<file path="src/hdl/csfc_map.svh">
// Register offsets, field values, reset values and timing figures.
`ifndef CSFC_MAP_SVH
`define CSFC_MAP_SVH
// ---------------------------------------------------------------------
// Register offsets
// ---------------------------------------------------------------------
`define CSFC_ADDR_FAULT   8'h00
`define CSFC_ADDR_VOUT    8'h02
`define CSFC_ADDR_ICHG    8'h04
`define CSFC_ADDR_HOLD    8'h05
`define CSFC_ADDR_CEIL    8'h06
// ---------------------------------------------------------------------
// Field values
// ---------------------------------------------------------------------
`define CSFC_FLT_NONE     3'h0
`define CSFC_FLT_OVP      3'h1
`define CSFC_FLT_SLEEP    3'h2
`define CSFC_FLT_POOR     3'h3
`define CSFC_FLT_THERM    3'h5
`define CSFC_STAT_READY   2'h0
`define CSFC_STAT_CHG     2'h1
`define CSFC_STAT_FAULT   2'h3
`define CSFC_VOUT_BASE    6'h23
`define CSFC_FOLD_CODE    3'h0
// ---------------------------------------------------------------------
// Reset values
// ---------------------------------------------------------------------
`define CSFC_VOUT_RST     6'h00
`define CSFC_ICHG_RST     3'h0
`define CSFC_HOLD_RST     3'h0
`define CSFC_CEIL_RST     7'h00
// ---------------------------------------------------------------------
// Timing, clock in kHz, times in their own units
// ---------------------------------------------------------------------
`define CSFC_CLK_KHZ      25000
`define CSFC_VALID_MS     30
`define CSFC_RETRY_MS     2000
`define CSFC_PULSE_US     128
`define CSFC_RAMP_US      100
`define CSFC_PULSE_CYC    (`CSFC_PULSE_US * `CSFC_CLK_KHZ / 1000)
`define CSFC_RAMP_CYC     (`CSFC_RAMP_US * `CSFC_CLK_KHZ / 1000)
`endif

</file>
<file path="src/hdl/csfc_pkg.sv">
// Types shared by the charger safety and fault control block.
package csfc_pkg;

  typedef enum logic [1:0] {
    CSFC_ST_VALID  = 2'b00,
    CSFC_ST_CHARGE = 2'b01,
    CSFC_ST_OVP    = 2'b10,
    CSFC_ST_RETRY  = 2'b11
  } csfc_fsm_t;

  // Comparator and sensor levels, all synchronous to the clock.
  typedef struct packed {
    logic vbus_min;     // Input above minimum input threshold.
    logic input_overvoltage_threshold;     // Input above overvoltage threshold.
    logic input_overvoltage_threshold_clr; // Input 150 mV or more below that threshold.
    logic vbus_sleep;   // Input below battery plus sleep margin.
    logic vbus_hold;    // Input sagged to the hold threshold.
    logic at_limit;     // Input current limit or charge current reached.
    logic vbat_ok;      // Battery above the short-circuit threshold.
    logic die_fold;     // Die at foldback temperature.
    logic die_shut;     // Die above shutdown temperature.
  } csfc_sense_t;

  // One decoded register-port access.
  typedef struct packed {
    logic       wr;
    logic       rd;
    logic [7:0] addr;
    logic [7:0] wdata;
  } csfc_reg_req_t;

  typedef struct packed {
    csfc_fsm_t   fsm;
    logic [25:0] cnt;
    logic [11:0] pulse_cnt;
    logic [11:0] ramp_cnt;
    logic [2:0]  ramp;
    logic [2:0]  fault;
    logic [1:0]  stat;
    logic [5:0]  vout;
    logic [2:0]  ichg;
    logic [2:0]  hold;
    logic        hold_act;
    logic [6:0]  ceil;
    logic        lock;
    logic        vbat_ok;
    logic        therm;
    logic        charge_en;
    logic        blk_on;
    logic        sleep;
    logic        stat_pin;
    logic        fold;
    logic [2:0]  i_eff;
    logic [7:0]  rdata;
  } csfc_state_t;

endpackage

</file>
<file path="src/hdl/csfc_top.sv">
// Charger safety ceiling, input hold, thermal and input-fault control.
`timescale 1ns/100ps
`include "csfc_map.svh"

module csfc_top #(
  parameter int VALID_CYC = `CSFC_VALID_MS * `CSFC_CLK_KHZ,
  parameter int RETRY_CYC = `CSFC_RETRY_MS * `CSFC_CLK_KHZ
) (
  // Clock and reset
  input  wire logic                   clk_sys,
  input  wire logic                   reset,
  // Analog sense levels
  input  wire csfc_pkg::csfc_sense_t  sense,
  // Register port
  input  wire csfc_pkg::csfc_reg_req_t reg_req,
  output logic [7:0]                  reg_rdata,
  // Power path control
  output logic                        charge_enable,
  output logic                        blocking_switch_on,
  output logic                        sleep_active,
  output logic                        stat_pulse,
  output logic                        foldback_active,
  output logic [2:0]                  charge_current_level,
  output logic [5:0]                  output_voltage_code,
  output logic [2:0]                  input_hold_threshold,
  output logic                        hold_active
);
  import csfc_pkg::*;

  localparam int PULSE_CYC = `CSFC_PULSE_CYC;
  localparam int RAMP_CYC  = `CSFC_RAMP_CYC;

  csfc_state_t state_q;
  csfc_state_t state_d;

  // -------------------------------------------------------------------
  // Ceiling helpers
  // -------------------------------------------------------------------
  // Unsigned compare against the limit; the limit wins on overflow.
  function automatic logic [5:0] clamp_v(logic [5:0] code,
                                         logic [6:0] ceil);
    logic [5:0] lim;
    lim = `CSFC_VOUT_BASE + {2'h0, ceil[3:0]};
    return (code > lim) ? lim : code;
  endfunction

  function automatic logic [2:0] clamp_i(logic [2:0] code,
                                         logic [6:0] ceil);
    return (code > ceil[6:4]) ? ceil[6:4] : code;
  endfunction

  // -------------------------------------------------------------------
  // Next-state logic
  // -------------------------------------------------------------------
  // Each fault entry except sleep restarts the status pulse; a fault seen while a
  // pulse is running simply stretches it, which the host tolerates.
  always_comb begin
    state_d = state_q;
    if (state_q.pulse_cnt != 12'h000) begin
      state_d.pulse_cnt = state_q.pulse_cnt - 12'h001;
    end

    // Ceiling register load and lock follow the battery level.
    state_d.vbat_ok = sense.vbat_ok;
    if (!sense.vbat_ok) begin
      state_d.lock = 1'b1;
    end else if (!state_q.vbat_ok) begin
      state_d.ceil = `CSFC_CEIL_RST;
      state_d.lock = 1'b0;
    end

    // Register writes.
    if (reg_req.wr) begin
      if (reg_req.addr == `CSFC_ADDR_CEIL) begin
        if (!state_d.lock) begin
          state_d.ceil = reg_req.wdata[6:0];
          state_d.vout = clamp_v(state_q.vout, reg_req.wdata[6:0]);
          state_d.ichg = clamp_i(state_q.ichg, reg_req.wdata[6:0]);
        end
      end else begin
        state_d.lock = 1'b1;
      end
      if (reg_req.addr == `CSFC_ADDR_VOUT) begin
        state_d.vout = clamp_v(reg_req.wdata[7:2], state_q.ceil);
      end
      if (reg_req.addr == `CSFC_ADDR_ICHG) begin
        state_d.ichg = clamp_i(reg_req.wdata[6:4], state_q.ceil);
      end
      if (reg_req.addr == `CSFC_ADDR_HOLD) begin
        state_d.hold = reg_req.wdata[2:0];
      end
    end
    // Stored codes follow the ceiling that will stand, so reloading the
    // default after a battery short also pulls them under the limit.
    state_d.vout = clamp_v(state_d.vout, state_d.ceil);
    state_d.ichg = clamp_i(state_d.ichg, state_d.ceil);

    // Register reads return the state seen in the read cycle.
    if (reg_req.rd) begin
      case (reg_req.addr)
        `CSFC_ADDR_FAULT: state_d.rdata = {2'h0, state_q.stat, 1'b0,
                                           state_q.fault};
        `CSFC_ADDR_VOUT:  state_d.rdata = {state_q.vout, 2'h0};
        `CSFC_ADDR_ICHG:  state_d.rdata = {1'b0, state_q.ichg, 4'h0};
        `CSFC_ADDR_HOLD:  state_d.rdata = {3'h0, state_q.hold_act, 1'b0,
                                           state_q.hold};
        `CSFC_ADDR_CEIL:  state_d.rdata = {1'b0, state_q.ceil};
        default:          state_d.rdata = 8'h00;
      endcase
    end

    state_d.fold  = sense.die_fold;
    state_d.therm = sense.die_shut;
    if (sense.die_shut) begin
      // Sequence and timers freeze, all but the status pulse, so charging resumes where it stopped.
      state_d.charge_en = 1'b0;
      state_d.hold_act  = 1'b0;
      if (!state_q.therm) begin
        state_d.fault     = `CSFC_FLT_THERM;
        state_d.stat      = `CSFC_STAT_FAULT;
        state_d.pulse_cnt = 12'(PULSE_CYC);
      end
    end else begin
      if (state_q.therm) begin
        state_d.fault = `CSFC_FLT_NONE;
        state_d.stat  = (state_q.fsm == CSFC_ST_CHARGE) ?
                        `CSFC_STAT_CHG : `CSFC_STAT_READY;
      end
      state_d.sleep    = 1'b0;
      state_d.hold_act = 1'b0;
      case (state_q.fsm)
        CSFC_ST_VALID: begin
          state_d.charge_en = 1'b0;
          state_d.blk_on    = 1'b1;
          state_d.ramp      = 3'h0;
          state_d.cnt       = 26'h0;
          if (sense.input_overvoltage_threshold) begin
            state_d.fsm       = CSFC_ST_OVP;
            state_d.blk_on    = 1'b0;
            state_d.fault     = `CSFC_FLT_OVP;
            state_d.stat      = `CSFC_STAT_FAULT;
            state_d.pulse_cnt = 12'(PULSE_CYC);
          end else if (sense.vbus_min && sense.vbus_sleep) begin
            state_d.sleep = 1'b1;
            state_d.fault = `CSFC_FLT_SLEEP;
          end else if (sense.vbus_min) begin
            if (state_q.cnt == 26'(VALID_CYC - 1)) begin
              state_d.fsm   = CSFC_ST_CHARGE;
              state_d.fault = `CSFC_FLT_NONE;
              state_d.stat  = `CSFC_STAT_CHG;
            end else begin
              state_d.cnt = state_q.cnt + 26'h1;
            end
          end
        end
        CSFC_ST_CHARGE: begin
          state_d.charge_en = 1'b1;
          state_d.blk_on    = 1'b1;
          state_d.hold_act  = sense.vbus_hold;
          if (sense.input_overvoltage_threshold) begin
            state_d.fsm       = CSFC_ST_OVP;
            state_d.charge_en = 1'b0;
            state_d.blk_on    = 1'b0;
            state_d.fault     = `CSFC_FLT_OVP;
            state_d.stat      = `CSFC_STAT_FAULT;
            state_d.pulse_cnt = 12'(PULSE_CYC);
          end else if (!sense.vbus_min) begin
            state_d.fsm       = CSFC_ST_RETRY;
            state_d.cnt       = 26'h0;
            state_d.charge_en = 1'b0;
            state_d.fault     = `CSFC_FLT_POOR;
            state_d.stat      = `CSFC_STAT_FAULT;
            state_d.pulse_cnt = 12'(PULSE_CYC);
          end else if (sense.vbus_sleep) begin
            state_d.fsm       = CSFC_ST_VALID;
            state_d.charge_en = 1'b0;
            state_d.sleep     = 1'b1;
            state_d.stat      = `CSFC_STAT_READY;
          end else if (state_q.ramp > state_q.ichg) begin
            state_d.ramp = state_q.ichg;
          end else if (state_q.ramp_cnt == 12'(RAMP_CYC - 1)) begin
            state_d.ramp_cnt = 12'h000;
            if (!sense.at_limit && !sense.vbus_hold &&
                state_q.ramp < state_q.ichg) begin
              state_d.ramp = state_q.ramp + 3'h1;
            end
          end else begin
            state_d.ramp_cnt = state_q.ramp_cnt + 12'h001;
          end
        end
        CSFC_ST_OVP: begin
          state_d.charge_en = 1'b0;
          state_d.blk_on    = 1'b0;
          if (sense.input_overvoltage_threshold_clr) begin
            state_d.fsm   = CSFC_ST_VALID;
            state_d.fault = `CSFC_FLT_NONE;
            state_d.stat  = `CSFC_STAT_READY;
            state_d.cnt   = 26'h0;
          end
        end
        CSFC_ST_RETRY: begin
          state_d.charge_en = 1'b0;
          if (state_q.cnt != 26'(RETRY_CYC - 1)) begin
            state_d.cnt = state_q.cnt + 26'h1;
          end else if (sense.vbus_min) begin
            state_d.fsm = CSFC_ST_VALID;
            state_d.cnt = 26'h0;
          end
        end
        default: begin
          state_d.fsm = CSFC_ST_VALID;
        end
      endcase
    end
    state_d.stat_pin = (state_d.pulse_cnt != 12'h000);
    // The lowest current code is the foldback current.
    state_d.i_eff = sense.die_fold ? `CSFC_FOLD_CODE : state_d.ramp;
  end

  // -------------------------------------------------------------------
  // State register
  // -------------------------------------------------------------------
  always_ff @(posedge clk_sys or posedge reset) begin
    if (reset) begin
      state_q      <= '0;
      state_q.vout <= `CSFC_VOUT_RST;
      state_q.ichg <= `CSFC_ICHG_RST;
      state_q.hold <= `CSFC_HOLD_RST;
      state_q.ceil <= `CSFC_CEIL_RST;
      state_q.lock <= 1'b1;
    end else begin
      state_q <= state_d;
    end
  end

  assign reg_rdata            = state_q.rdata;
  assign charge_enable        = state_q.charge_en;
  assign blocking_switch_on   = state_q.blk_on;
  assign sleep_active         = state_q.sleep;
  assign stat_pulse           = state_q.stat_pin;
  assign foldback_active      = state_q.fold;
  assign charge_current_level = state_q.i_eff;
  assign output_voltage_code  = state_q.vout;
  assign input_hold_threshold = state_q.hold;
  assign hold_active          = state_q.hold_act;
endmodule // csfc_top

</file>
<file path="config.mk">
export PLATFORM = sky130hd
export DESIGN_NAME = csfc_top
export DESIGN_NICKNAME = d
export VERILOG_FILES = /design/src/hdl/csfc_pkg.sv /design/src/hdl/csfc_top.sv
export VERILOG_INCLUDE_DIRS = /design/src /design/src/hdl
export SDC_FILE = /design/constraint.sdc
export NUM_CORES = 1
export LEC_CHECK = 0
export ABC_AREA = 1
export BUFFER_PORTS_ARGS = -buffer_cell sky130_fd_sc_hd__buf_2
export CORE_MARGIN = 8
export CORE_UTILIZATION = 45
export CTS_BUF_LIST = sky130_fd_sc_hd__clkbuf_8
export DETAILED_ROUTE_END_ITERATION = 10
export GPL_ROUTABILITY_DRIVEN = 1
export PLACE_DENSITY_LB_ADDON = 0.05
export REMOVE_ABC_BUFFERS = 1
export SLEW_MARGIN = 20
export SYNTH_ARGS = -nofsm -noshare
export SYNTH_HDL_FRONTEND = slang
export SYNTH_SLANG_ARGS = --single-unit
</file>
<file path="constraint.sdc">
create_clock -name clk_sys -period 5.6 [get_ports clk_sys]
set_input_delay 1.12 -clock clk_sys [delete_from_list [all_inputs] [get_ports clk_sys]]
set_output_delay 1.12 -clock clk_sys [all_outputs]
set_load 0.01 [all_outputs]
</file>
Word-level counts from Yosys, hierarchy flattened

Index checks and enable logic that the tools add are counted.

Word-level logic and storage cells: 161
Input port bits: 29
Register bits after elaboration: 99
Output and inout port bits: 26

$add $sub $neg: 7
Bitwise operators: 4
Muxes and demuxes: 82
$lt $le $gt $ge: 8
Eq/ne operators: 21
Reductions and logical operators: 17

Operators with widths:

| cell                                                              | number |
|---|---|
| 28-bit two-way mux                                                | 4 |
| 28-bit one-hot mux with 4 select lines                            | 1 |
| 26-bit two-way mux                                                | 4 |
| 12-bit two-way mux                                                | 7 |
| 3-bit two-way mux                                                 | 15 |
| 5-bit two-way mux                                                 | 8 |
| 8-bit one-hot mux with 5 select lines                             | 1 |
| 38-bit two-way mux                                                | 1 |
| 26-bit by 1-bit adder with 26-bit output, second input constant   | 1 |
| 26-bit by 20-bit == test with 1-bit output, second input constant | 1 |
| 26-bit inequality test, second input constant                     | 1 |
| 8-bit by 3-bit == test with 1-bit output, second input constant   | 3 |
| 6-bit two-way mux                                                 | 4 |
| 12-bit one-hot mux with 2 select lines                            | 1 |
| 12-bit nonzero test                                               | 2 |
| 7-bit two-way mux                                                 | 3 |
| 6-bit by 4-bit adder with 6-bit output, first input constant      | 3 |
| 6-bit greater-than comparator                                     | 3 |
| 2-bit two-way mux                                                 | 9 |
| 9-bit two-way mux                                                 | 2 |
| 8-bit two-way mux                                                 | 2 |
| 1-bit two-way mux                                                 | 15 |
| 5-bit one-hot mux with 3 select lines                             | 1 |
| 12-bit by 1-bit adder with 12-bit output, second input constant   | 1 |
| 25 further kinds                                                  | 46 |

Depth between registers and ports, before layout

Gate-level depths: netlist of the first run.

Depth in word-level cells: 12
Mapped depth: 27
Mapped depth without buffers: 27

Worst setup path before layout of the first run

OpenSTA, ideal clock, no wires.

Kind: input-to-reg
From: input port reg_req[0] (netlist bit)
To: register state_q, in the netlist output_voltage_code[2]
Setup slack: 1511 ps
Stages: 26
Required time: 5535 ps
Buffers on the path: 0
Arrival time: 4024 ps
Setup time: 65 ps
Cell sequence: inv_1 -> ha_1 -> nor3_1 -> inv_1 -> ha_1 -> nand2_1 -> inv_1 -> nand3_1 -> nor2_1 -> nor2_1 -> nand2_1 -> nand2_1 -> nand3_1 -> nand2_1 -> nand2_1 -> ha_1 -> inv_1 -> nor2_1 -> nor2_1 -> o21ai_0 -> a21oi_1 -> nor2_1 -> a21boi_2 -> inv_1 -> or2_1 -> nand2_1

RTL lines:

| item                   | line            | source |
|---|---|---|
| start: declaration     | csfc_top.sv:15  | `input wire csfc_pkg::csfc_reg_req_t reg_req,` |
| end signal: assignment | csfc_top.sv:232 | `state_q <= state_d;` |
| end: declaration       | csfc_top.sv:33  | `csfc_state_t state_q;` |

==> metrics.cfg, run 1 <==
[final_layout]
layout_common_cells = 243 x nand2_1, 162 x inv_1, 108 x nor2_1, 98 x dfrtp_1, 77 x nand3_1
design_area_um2 = 7707
final_common_cell = nand2_1
layout-area-overhead-vs-synth_pct = 7.149
fin_util_pct = 48.87
drive_above_1_share_pct = 10.71
antenna_cells = 0
final_nets = 1132

[run_status]
outcome = finished clean

[clocking]
cts_setup_buffers = 0
cts_buffers = 9
postCtsHoldBufs = 0
cts.clk_slew.worst_paths_ps = 90
clockBufferDepth = 2
cts-resized-gates = 0
htree_levels = 3
clock_latency_ps = 380
clock-sinks = 99
cts_tree = built
root_buffer = clkbuf_8

[pwr]
power_leakage_nw = 3.884
ir_drop_uv = 153.2
power_density_nw_per_um2 = 249.6
total_power_mw = 1.924

[sta]
finalSetupTns_ps = 0
slew_headroom_pct = 40.75
finalCritPeriodShare_pct = 76.85
timing.final.max_slew_violations = 0
fmax_ghz = 0.2324
final.setup_skew_ps = 15.74
rsz0062_at_grt = no
tightest_slew_ps = 880.7
timing.final.crit_period_ps = 4304
final_hold_viol_count = 0
setup_violations = 0
setup_ws_ps = 1296

[drt]
drt_iter0_markers = 443
drt_wl_total_um = 18720
avgRoutedWirePerCell_um = 14.51
vias = 6567
viasPerCell = 5.091
drtPass1Iterations = 6
ant_nets = 0
drcViolationCount = 0

[worst_setup_path]
arrival_ps = 4630
timing_worst_setup_path_type = input pin to flop
worst_ep_required_time_ps = 5920
cp_top_family = simple AND/OR/NAND/NOR gates
cp_max_fo = 7
worst_setup_path_end_kind = flop
timing.rr.end = output_voltage_code[1]$_DFF_PP0_
rr_startpoint = state_q[19]$_DFF_PP0_
r2r_slack_ps = 1740
cp-start-kind = input pin
critical-path-max-stage-delay_ps = 290
cpMostUsedCell = nand2_1
worst-path-buf-inv = 6
r2r.worst_path.cells = 23
cpMaxStageDelayCell = nor3_1

[logic_synthesis]
async_flop_share_pct = 100.0
yosys_warnings = 0
yosys.cell_types.count = 53
synthCells = 1031
synth-seq-area-share_pct = 34.46
synth_area_um2 = 7193
syn_area_per_cell_um2 = 6.977
ys_ff_latch = 99
synth_flop_cell = dfrtp_1
synth_edf_count = 0

[floorplan]
std_cell_rows = 46
boundaryPins = 55
start_util_pct = 45.61
die_y_um = 142.4
fp.dieW_um = 142.4
die_area_um2 = 20290
core_um2 = 15770

[hold_path]
hold_path_end = reg_rdata[7]$_DFFE_PP0P_
hold_start = reg_rdata[7]$_DFFE_PP0P_
hold_path_class = flop to flop
min_path_cells = 2

[global_route]
grt_usage_pct = 19.08
grt_pass1_wl_um = 30990
grt_antenna_before_repair = 0
gr-total-overflow = 0
grt_pass1_vias = 6165
grt_max_degree = 52

[placed_design]
dp_slack_ps = 916.4
place_congestion = 0.8809
dp_hpwl_um = 14600
numPortBuffers = 54
dpl-instance-area_um2 = 7541

[run]
cap_viol_max_count = 0

-- logic make-up (layout without fill, tap and decap cells) --
logic type,count (synthesis),after routing,synth area share [%]
DFF,99,99,34.46
xor gates and xnor gates,14,14,1.705
adders and majority gates,34,34,5.914
and+or+nand+nor,539,539,34.56
buffers and inverters,197,240,11.76
AOI/OAI and AO/OA,148,148,11.60
-- tightest hold or removal path: cells and delay by family, from the launching register on --
kind | cells | cell delay, ps
AO/OA/AOI/OAI | 1 | 50
flip-flops | 1 | 340
AND/OR/NAND/NOR | 1 | 50
-- through the flow --
step                      std cells  hold WS (ps)
after floorplan                1002         471.1
after global placement         1274         462.2
after detailed placement       1274         467.1
after CTS                      1290         490.0
after global routing           1290         512.5
final                          1290         481.6
-- cells in the mapped netlist (4+ instances only) --
master,instances,area [um^2]
o21ai_1,5,25.02
nor2_4,5,56.30
xor2_1,12,105.1
nor3_1,34,170.2
a21oi_1,48,240.2
inv_2,6,22.52
dfrtp_1,98,2452
nor2_1,108,405.4
nand3b_1,4,30.03
nand4_1,22,137.6
nor4_1,13,81.33
nand3_1,77,385.4
ha_1,34,425.4
nor3_2,5,50.05
inv_1,159,596.8
buf_4,20,150.1
nand2_1,243,912.1
o21a_1,4,30.03
nor2_2,6,37.54
nand2_2,4,25.02
o21ai_0,67,335.3
-- sequential cells by signal, indices dropped and copies added (netlist names) --
name / flops
state_q: 73
hold_active: 1
output_voltage_code: 6
blocking_switch_on: 1
sleep_active: 1
input_hold_threshold: 3
stat_pulse: 1
foldback_active: 1
charge_enable: 1
charge_current_level: 3
reg_rdata: 8
-- power breakdown --
part | internal [mW] | total [mW] | leakage (nW) | switching [mW]
Combinational | 0.213 | 0.623 | 2.49 | 0.410
Clock | 0.168 | 0.421 | 0.101 | 0.253
Sequential | 0.788 | 0.880 | 1.30 | 0.0924
-- worst max path at each step --
stage	end	slack, ps	depth (start not counted)	start
after detailed placement	output_voltage_code[1]$_DFF_PP0_	920	27	reg_req[0]
after floorplan	output_voltage_code[2]$_DFF_PP0_	1500	26	reg_req[0]
after global routing	output_voltage_code[2]$_DFF_PP0_	750	27	reg_req[0]
after CTS	output_voltage_code[1]$_DFF_PP0_	1330	27	reg_req[0]
final	output_voltage_code[1]$_DFF_PP0_	1300	27	reg_req[0]
after global placement	output_voltage_code[2]$_DFF_PP0_	1020	27	reg_req[0]
-- per-layer routing --
layer / vias up / wire length, um / track usage (%)
met3: 18 / 979 / 4.160
met1: 3005 / 8743 / 25.55
met4: 0 / 242 / 4.306
met5: - / 0 / 0
met2: 128 / 8759 / 30.81
li1: 3416 / - / -
-- cell type report --
class / count / area, um^2
multi-input cells: 735 / 3869
well taps: 216 / 270.3
clock inverters: 6 / 28.78
clock buffers: 10 / 137.6
flip-flops and latches: 99 / 2479
fillers: 1654 / 8063
inverters: 168 / 638.1
repair buffers: 56 / 285.3
No activity file was read; power rests on OpenSTA's default activity.
==> inputs of run 2 (changes only) <==
--- a/config.mk
+++ b/config.mk
@@ -6,7 +6,7 @@
 export SDC_FILE = /design/constraint.sdc
 export NUM_CORES = 1
 export LEC_CHECK = 0
-export ABC_AREA = 1
+export ABC_AREA = 0
 export BUFFER_PORTS_ARGS = -buffer_cell sky130_fd_sc_hd__buf_2
 export CORE_MARGIN = 8
 export CORE_UTILIZATION = 45
==> constraint.sdc (replaced) <==
create_clock -name clk_sys -period 4.1 [get_ports clk_sys]
set_input_delay 0.82 -clock clk_sys [delete_from_list [all_inputs] [get_ports clk_sys]]
set_output_delay 0.82 -clock clk_sys [all_outputs]
set_load 0.01 [all_outputs]
==> run 2 against run 1 <==
First-iteration DRC count shrank 9.5%. Worst hold slack worse by 19 ps. Sequential share of layout area rose by 2.1 points. Critical path depth shrank 11. Non-clock buffer count rose by 19. Largest cell class unchanged.
==> metrics.cfg, run 2 <==
[logic_synthesis]
synth_top_area_share_pct = 37.00  ; was 34.09%
synth_top_family_by_area = simple AND/OR/NAND/NOR gates  ; unchanged
yosys.cell_types.count = 73  ; was 53
async_flop_share_pct = 100.0  ; unchanged
muxShareOfSynthArea_pct = 2.530  ; was 0%
synth_edf_count = 0  ; unchanged
synth-adder-area-share_pct = 6.419  ; was 5.914%
yosys-top-cells-area = dfrtp_1 37%, ha_1 6.4%, o21ai_0 5.1%, inv_1 3.2%, nand2_1 3.2%  ; was dfrtp_1 34%, nand2_1 13%, inv_1 8.3%, ha_1 5.9%, nor2_1 5.6%
ys_ff_latch = 99  ; unchanged
post_synth_most_frequent_cells = 98 x dfrtp_1, 68 x o21ai_0, 57 x inv_1, 57 x nand2_1, 52 x nor2_1  ; was 243 x nand2_1, 159 x inv_1, 108 x nor2_1
synth-seq-area-share_pct = 37.40  ; was 34.46%
post-synth-top-count-cell = dfrtp_1  ; was nand2_1
synthCells = 765  ; was 1031
synth_compound_area_share_pct = 21.11  ; was 11.60%
synth_flop_cell = dfrtp_1  ; unchanged
yosys_warnings = 0  ; unchanged
synthSimpleGateAreaFrac_pct = 23.11  ; was 34.56%
synth_largest_area_cell = dfrtp_1  ; unchanged
syn_area_per_cell_um2 = 8.664  ; was 6.977 um^2
synth_area_um2 = 6628  ; was 7193 um^2
synth_xor_area_share_pct = 2.114  ; was 1.705%

[clocking]
clockBufferDepth = 2  ; unchanged
htree_levels = 3  ; unchanged
cts_tree = built  ; unchanged
cts-resized-gates = 0  ; unchanged
cts_buffers = 9  ; unchanged
postCtsHoldBufs = 0  ; unchanged
cts_setup_buffers = 0  ; unchanged
cts.clk_slew.worst_paths_ps = 100  ; was 90 ps
root_buffer = clkbuf_8  ; unchanged
clock_latency_ps = 380  ; about the same
clock-sinks = 99  ; unchanged

[floorplan]
fp.dieW_um = 137.4  ; was 142.4 um
std_cell_rows = 44  ; was 46
start_util_pct = 45.77  ; was 45.61%
boundaryPins = 55  ; unchanged
core_um2 = 14480  ; was 15770 um^2
die_area_um2 = 18870  ; was 20290 um^2
die_y_um = 137.4  ; was 142.4 um

[final_layout]
antenna_cells = 0  ; unchanged
final_common_cell = dfrtp_1  ; was nand2_1
design_area_um2 = 7229  ; was 7707 um^2
final_nets = 868  ; was 1132
layout-area-overhead-vs-synth_pct = 9.081  ; was 7.149%
largest_reg_flops = 73  ; unchanged
fin_util_pct = 49.93  ; was 48.87%
layout_common_cells = 97 x dfrtp_1, 68 x o21ai_0, 57 x nand2_1, 56 x inv_1, 54 x buf_2  ; was 243 x nand2_1, 162 x inv_1, 108 x nor2_1, 98 x dfrtp_1, 77 x nand3_1
drive_above_1_share_pct = 14.96  ; was 10.71%
regMostFlops = state_q  ; unchanged

[pwr]
power_density_nw_per_um2 = 324.1  ; was 249.6 nW/um^2
total_power_mw = 2.343  ; was 1.924 mW
ir_drop_uv = 184.9  ; was 153.2 uV
power_leakage_nw = 3.187  ; was 3.884 nW

[drt]
drt_iter0_markers = 401  ; was 443
vias = 5949  ; was 6567
viasPerCell = 5.991  ; was 5.091
drtPass1Iterations = 5  ; was 6
avgRoutedWirePerCell_um = 17.51  ; was 14.51 um
drt_wl_total_um = 17390  ; was 18720 um
ant_nets = 0  ; unchanged
drcViolationCount = 0  ; unchanged

[worst_setup_path]
cpMostUsedCell = ha_1  ; was nand2_1
worst_ep_required_time_ps = 4370  ; was 5920 ps
critical_path.cell_chain = inv_1 > ha_1 > xnor2_1 > inv_1 > ha_1 > and2_1 > a41oi_1 > a21boi_2 > mux2i_1 > o22ai_1 > or2_2 > ha_1 > a21oi_1 > a21boi_1 > o221a_2 > o31a_1
timing_worst_setup_path_type = flop to flop  ; was input pin to flop
r2r.worst_path.cells = 16  ; was 23
critical-path-max-stage-delay_ps = 440  ; was 290 ps
cp-start-kind = flop  ; was input pin
r2r_slack_ps = 200  ; was 1740 ps
rr_startpoint = state_q[19]$_DFF_PP0_  ; unchanged
arrival_ps = 4170  ; was 4630 ps
timing.rr.end = output_voltage_code[0]$_DFF_PP0_  ; was output_voltage_code[1]$_DFF_PP0_
cp_max_fo = 5  ; was 7
cpMaxStageDelayCell = dfrtp_2  ; was nor3_1
worst_setup_path_end_kind = flop  ; unchanged

[sta]
finalSetupTns_ps = 0  ; unchanged
setup_violations = 0  ; unchanged
timing.final.crit_period_ps = 3904
final.setup_skew_ps = 9.296  ; was 15.74 ps
final_hold_viol_count = 0  ; unchanged
slew_headroom_pct = 29.17  ; was 40.75%
finalCritPeriodShare_pct = 95.23
setup_ws_ps = 195.7  ; was 1296 ps
timing.final.max_slew_violations = 0  ; unchanged
fmax_ghz = 0.2561
tightest_slew_ps = 1063  ; was 880.7 ps

[placed_design]
dpl-instance-area_um2 = 7017  ; was 7541 um^2
place_congestion = 0.9021  ; was 0.8809
numPortBuffers = 54  ; unchanged
dp_hpwl_um = 13100  ; was 14600 um
dp_slack_ps = -223.8  ; was 916.4 ps

[global_route]
grt_antenna_before_repair = 0  ; unchanged
gr-total-overflow = 0  ; unchanged
grt_max_degree = 62  ; was 52
grt_usage_pct = 18.76  ; was 19.08%
grt_pass1_vias = 5679  ; was 6165
grt_pass1_wl_um = 28460  ; was 30990 um

[hold_path]
hold_path_class = flop to flop  ; unchanged
min_path_cells = 1  ; was 2
hold_path_end = state_q[58]$_DFFE_PP0P_  ; was reg_rdata[7]$_DFFE_PP0P_
hold_start = state_q[58]$_DFFE_PP0P_  ; was reg_rdata[7]$_DFFE_PP0P_

[run]
cap_viol_max_count = 0  ; unchanged

[run_status]
outcome = finished clean  ; unchanged

## run 2: cell count changes in the layout (fill, tap and decap cells not counted), sizes merged, moves of 16 or more
cell   previous run  this run
nor2            120        52
nand2           250        59
nand3            80        34
buf              56        75
nor3             40        21
or3               0        16
inv             171        57
## run 2: kinds of logic (layout without fill, tap and decap cells)
logic type,after synthesis,in the layout
and+or+nand+nor,279,279
AOI/OAI and AO/OA,218,219
buffers and inverters,104,147
DFF,99,99
adders and majority gates,34,34
xor gates and xnor gates,16,16
muxes,15,15
## run 2: where the power goes
group | total, mW | leakage (nW) | internal [mW] | switching (mW)
Sequential | 1.15 | 1.32 | 1.04 | 0.106
Clock | 0.599 | 0.0912 | 0.250 | 0.349
Combinational | 0.594 | 1.78 | 0.250 | 0.344
Total | 2.34 | 3.19 | 1.54 | 0.800
## run 2: worst max path at each step
stage | start | to | depth (start not counted)
CTS | state_q[19]$_DFF_PP0_ | output_voltage_code[2]$_DFF_PP0_ | 16
finish | state_q[19]$_DFF_PP0_ | output_voltage_code[0]$_DFF_PP0_ | 16
global placement | reg_req[0] | output_voltage_code[0]$_DFF_PP0_ | 16
floorplan | reg_req[0] | output_voltage_code[0]$_DFF_PP0_ | 15
global route | state_q[19]$_DFF_PP0_ | output_voltage_code[2]$_DFF_PP0_ | 16
detailed placement | reg_req[0] | output_voltage_code[2]$_DFF_PP0_ | 16
## run 2: cell type report
class / instances / area, um^2
Clock inverter: 4 / 26.28
Multi-Input combinational cell: 563 / 3697
Timing Repair Buffer: 75 / 427.9
Inverter: 57 / 216.5
Fill cell: 1397 / 7249
Clock buffer: 11 / 151.4
Tap cell: 184 / 230.2
Sequential cell: 99 / 2480
## run 2: metrics by stage
step / std cells / hold WS [ps]
floorplan: 718 / 431.0
global placement: 977 / 453.0
detailed placement: 977 / 455.5
CTS: 992 / 469.4
global route: 993 / 512.4
finish: 993 / 462.8
## run 2: critical path, delay by kind of cell (launching register included)
kind	cells	cell delay, ps
buf+inv	2	150
compound gates	7	1460
fa+ha+maj	3	820
mux	1	270
xor+xnor	1	210
flops	1	440
simple gates	2	450
## run 2: layer usage
metal  wire length [um]  part of all wire (%)  vias up  GRT usage [%]
met1               8065                    46     2865          25.12
li1                   -                     -     2866              -
met2               7995                    46      204          29.95
met3               1119                   6.4       14          4.559
met4                210                   1.2        0          4.345
met5                  0                     0        -              0
==> inputs of run 3 (changes only) <==
--- a/config.mk
+++ b/config.mk
@@ -13,6 +13,7 @@
 export CTS_BUF_LIST = sky130_fd_sc_hd__clkbuf_8
 export DETAILED_ROUTE_END_ITERATION = 10
 export GPL_ROUTABILITY_DRIVEN = 1
+export MAX_ROUTING_LAYER = met4
 export PLACE_DENSITY_LB_ADDON = 0.05
 export REMOVE_ABC_BUFFERS = 1
 export SLEW_MARGIN = 20
==> run 3 against run 2 <==
Register-to-register slack barely moved. Via count fell by 0.79%. Worst hold slack barely moved. Clock power barely moved. Global-route usage rose by 0.53 points. Combinational power barely moved. Design area did not move. Critical path type unchanged.
==> metrics.cfg, run 3 (synthesized netlist as in run 2, its figures left out) <==
[run_status]
outcome = finished clean  ; unchanged

[global_route]
grt_max_degree = 62  ; unchanged
use_met2_pct = 29.74  ; was 29.95%
grt_antenna_before_repair = 0  ; unchanged
grt_pass1_vias = 5684  ; was 5679
grtUsageMet1_pct = 25.34  ; was 25.12%
grt_pass1_wl_um = 28430  ; was 28460 um
gr-total-overflow = 0  ; unchanged
gr-usage-met3_pct = 4.449  ; was 4.559%
grt_usage_pct = 19.29  ; was 18.76%
grt_busiest_layer = met2  ; unchanged

[final_layout]
final_common_cell = dfrtp_1  ; unchanged
multi_input_area_um2 = 3697  ; unchanged
antenna_cells = 0  ; unchanged
fillers = 1397  ; unchanged
layout-area-overhead-vs-synth_pct = 9.081  ; unchanged
largest_reg_flops = 73  ; unchanged
drive_above_1_share_pct = 14.96  ; unchanged
fin_util_pct = 49.93  ; unchanged
layout_common_cells = 97 x dfrtp_1, 68 x o21ai_0, 57 x nand2_1, 56 x inv_1, 54 x buf_2  ; unchanged
seq_area_um2 = 2480  ; unchanged
final_nets = 868  ; unchanged
regMostFlops = state_q  ; unchanged

[worst_setup_path]
cp_max_fo = 5  ; unchanged
worst_setup_path_end_kind = flop  ; unchanged
arrival_ps = 4170  ; about the same
cpMostUsedCell = ha_1  ; unchanged
r2r_slack_ps = 200  ; about the same
worst_ep_required_time_ps = 4370  ; about the same
timing_worst_setup_path_type = flop to flop  ; unchanged
worst-path-buf-inv = 2  ; unchanged
critical_path.cell_chain = inv_1 > ha_1 > xnor2_1 > inv_1 > ha_1 > and2_1 > a41oi_1 > a21boi_2 > mux2i_1 > o22ai_1 > or2_2 > ha_1 > a21oi_1 > a21boi_1 > o221a_2 > o31a_1  ; unchanged
critical-path-max-stage-delay_ps = 440  ; about the same
cpMaxStageDelayCell = dfrtp_2  ; unchanged
cp_top_family = compound AO/OA/AOI/OAI gates  ; unchanged
cp-start-kind = flop  ; unchanged

[placed_design]
numPortBuffers = 54  ; unchanged
place_congestion = 0.9175  ; was 0.9021
dp_hpwl_um = 13100  ; unchanged
dp_slack_ps = -223.8  ; unchanged

[sta]
hold_ws_ps = 463.0  ; was 462.8 ps
tightest_slew_ps = 1088  ; was 1063 ps
timing.final.crit_period_ps = 3901  ; was 3904 ps
fmax_ghz = 0.2564  ; was 0.2561 GHz
final_hold_viol_count = 0  ; unchanged
timing.final.max_slew_violations = 0  ; unchanged
final.setup_skew_ps = 12.64  ; was 9.296 ps
setup_ws_ps = 199.4  ; was 195.7 ps
setup_violations = 0  ; unchanged
slew_headroom_pct = 27.46  ; was 29.17%
finalSetupTns_ps = 0  ; unchanged
finalCritPeriodShare_pct = 95.14  ; was 95.23%

[clocking]
cts_setup_buffers = 0  ; unchanged
cts_buffers = 9  ; unchanged
clockBufferDepth = 2  ; unchanged
root_buffer = clkbuf_8  ; unchanged
clock-sinks = 99  ; unchanged
clock_latency_ps = 380  ; about the same
cts.clk_slew.worst_paths_ps = 100  ; about the same
cts_tree = built  ; unchanged
postCtsHoldBufs = 0  ; unchanged
htree_levels = 3  ; unchanged

[drt]
drcViolationCount = 0  ; unchanged
drt_iter0_markers = 444  ; was 401
ant_nets = 0  ; unchanged
drtPass1Iterations = 5  ; unchanged
vias = 5902  ; was 5949
viasPerCell = 5.944  ; was 5.991
avgRoutedWirePerCell_um = 17.53  ; was 17.51 um
drt_wl_total_um = 17410  ; was 17390 um

[pwr]
power_density_nw_per_um2 = 324.4  ; was 324.1 nW/um^2
p_sw_mw = 0.8012  ; was 0.7996 mW
switching_share_pct = 34.16  ; was 34.12%
clock_power_share_pct = 25.6  ; about the same
p_int_mw = 1.544  ; about the same
pwr-share-seq_pct = 49.0  ; was 49.1%
power_leakage_nw = 3.187  ; unchanged
p_comb_share_pct = 25.3  ; was 25.4%
ir_drop_uv = 183.7  ; was 184.9 uV

[floorplan]
die_y_um = 137.4  ; unchanged
std_cell_rows = 44  ; unchanged
core_um2 = 14480  ; unchanged
boundaryPins = 55  ; unchanged
fp.dieW_um = 137.4  ; unchanged
start_util_pct = 45.77  ; unchanged
die_area_um2 = 18870  ; unchanged

[hold_path]
hold_path_class = flop to flop  ; unchanged

[run]
cap_viol_max_count = 0  ; unchanged

-- run 3: cell counts in the layout (fill, tap and decap cells not counted) --
No cell type changed its count.
-- run 3: worst register-to-register path, cell delays in order, from the launching register on --
cell and delay [ps]:
dfrtp_2 440, inv_1 80, ha_1 220, xnor2_1 210, inv_1 70, ha_1 260
and2_1 140, a41oi_1 210, a21boi_2 280, mux2i_1 270, o22ai_1 120, or2_2 310
ha_1 330, a21oi_1 130, a21boi_1 100, o221a_2 350, o31a_1 270
-- run 3: final timing paths --
| path | startpoint | endpoint | cells after the start |
|---|---|---|---|
| max | state_q[19]$_DFF_PP0_ | output_voltage_code[0]$_DFF_PP0_ | 16 |
| min | state_q[58]$_DFFE_PP0P_ | state_q[58]$_DFFE_PP0P_ | 1 |
| max reg2reg | state_q[19]$_DFF_PP0_ | output_voltage_code[0]$_DFF_PP0_ | 16 |
| min reg2reg | state_q[58]$_DFFE_PP0P_ | state_q[58]$_DFFE_PP0P_ | 1 |
| max in group asynchronous | reset | state_q[18]$_DFF_PP1_ | 3 |
| min in group asynchronous | reset | sleep_active$_DFFE_PP0N_ | 2 |
-- run 3: what timing repair did --
action	CTS	global route
endpoints found under the hold margin	0	0
gates resized for setup	0	7
endpoints found under the setup margin	0	5
-- run 3: through the flow --
step                power, mW  cell area (um^2)  std cells
floorplan               1.550              6356        718
global placement        1.726              7017        977
detailed placement      1.748              7017        977
CTS                     2.364              7194        992
global route            2.502              7229        993
finish                  2.345              7229        993
-- run 3: cell type report --
class / count / area share, %
multi-input cells: 563 / 51.14
flip-flops and latches: 99 / 34.30
repair buffers: 75 / 5.919
well taps: 184 / 3.184
inverters: 57 / 2.994
clock buffers: 11 / 2.094
clock inverters: 4 / 0.3634
-- run 3: routing by layer --
| metal | part of all wire, % | up-vias |
|---|---|---|
| met4 | 1.3 | 0 |
| met1 | 47 | 2827 |
| li1 | - | 2867 |
| met3 | 6.5 | 16 |
| met5 | 0 | - |
| met2 | 45 | 192 |
-- run 3: power groups by stage --
stage	Combinational (mW)	Sequential, mW	Clock [mW]
floorplan	0.406	1.14	0
global placement	0.561	1.17	0
detailed placement	0.580	1.17	0
CTS	0.583	1.15	0.632
global route	0.672	1.16	0.666
finish	0.594	1.15	0.601
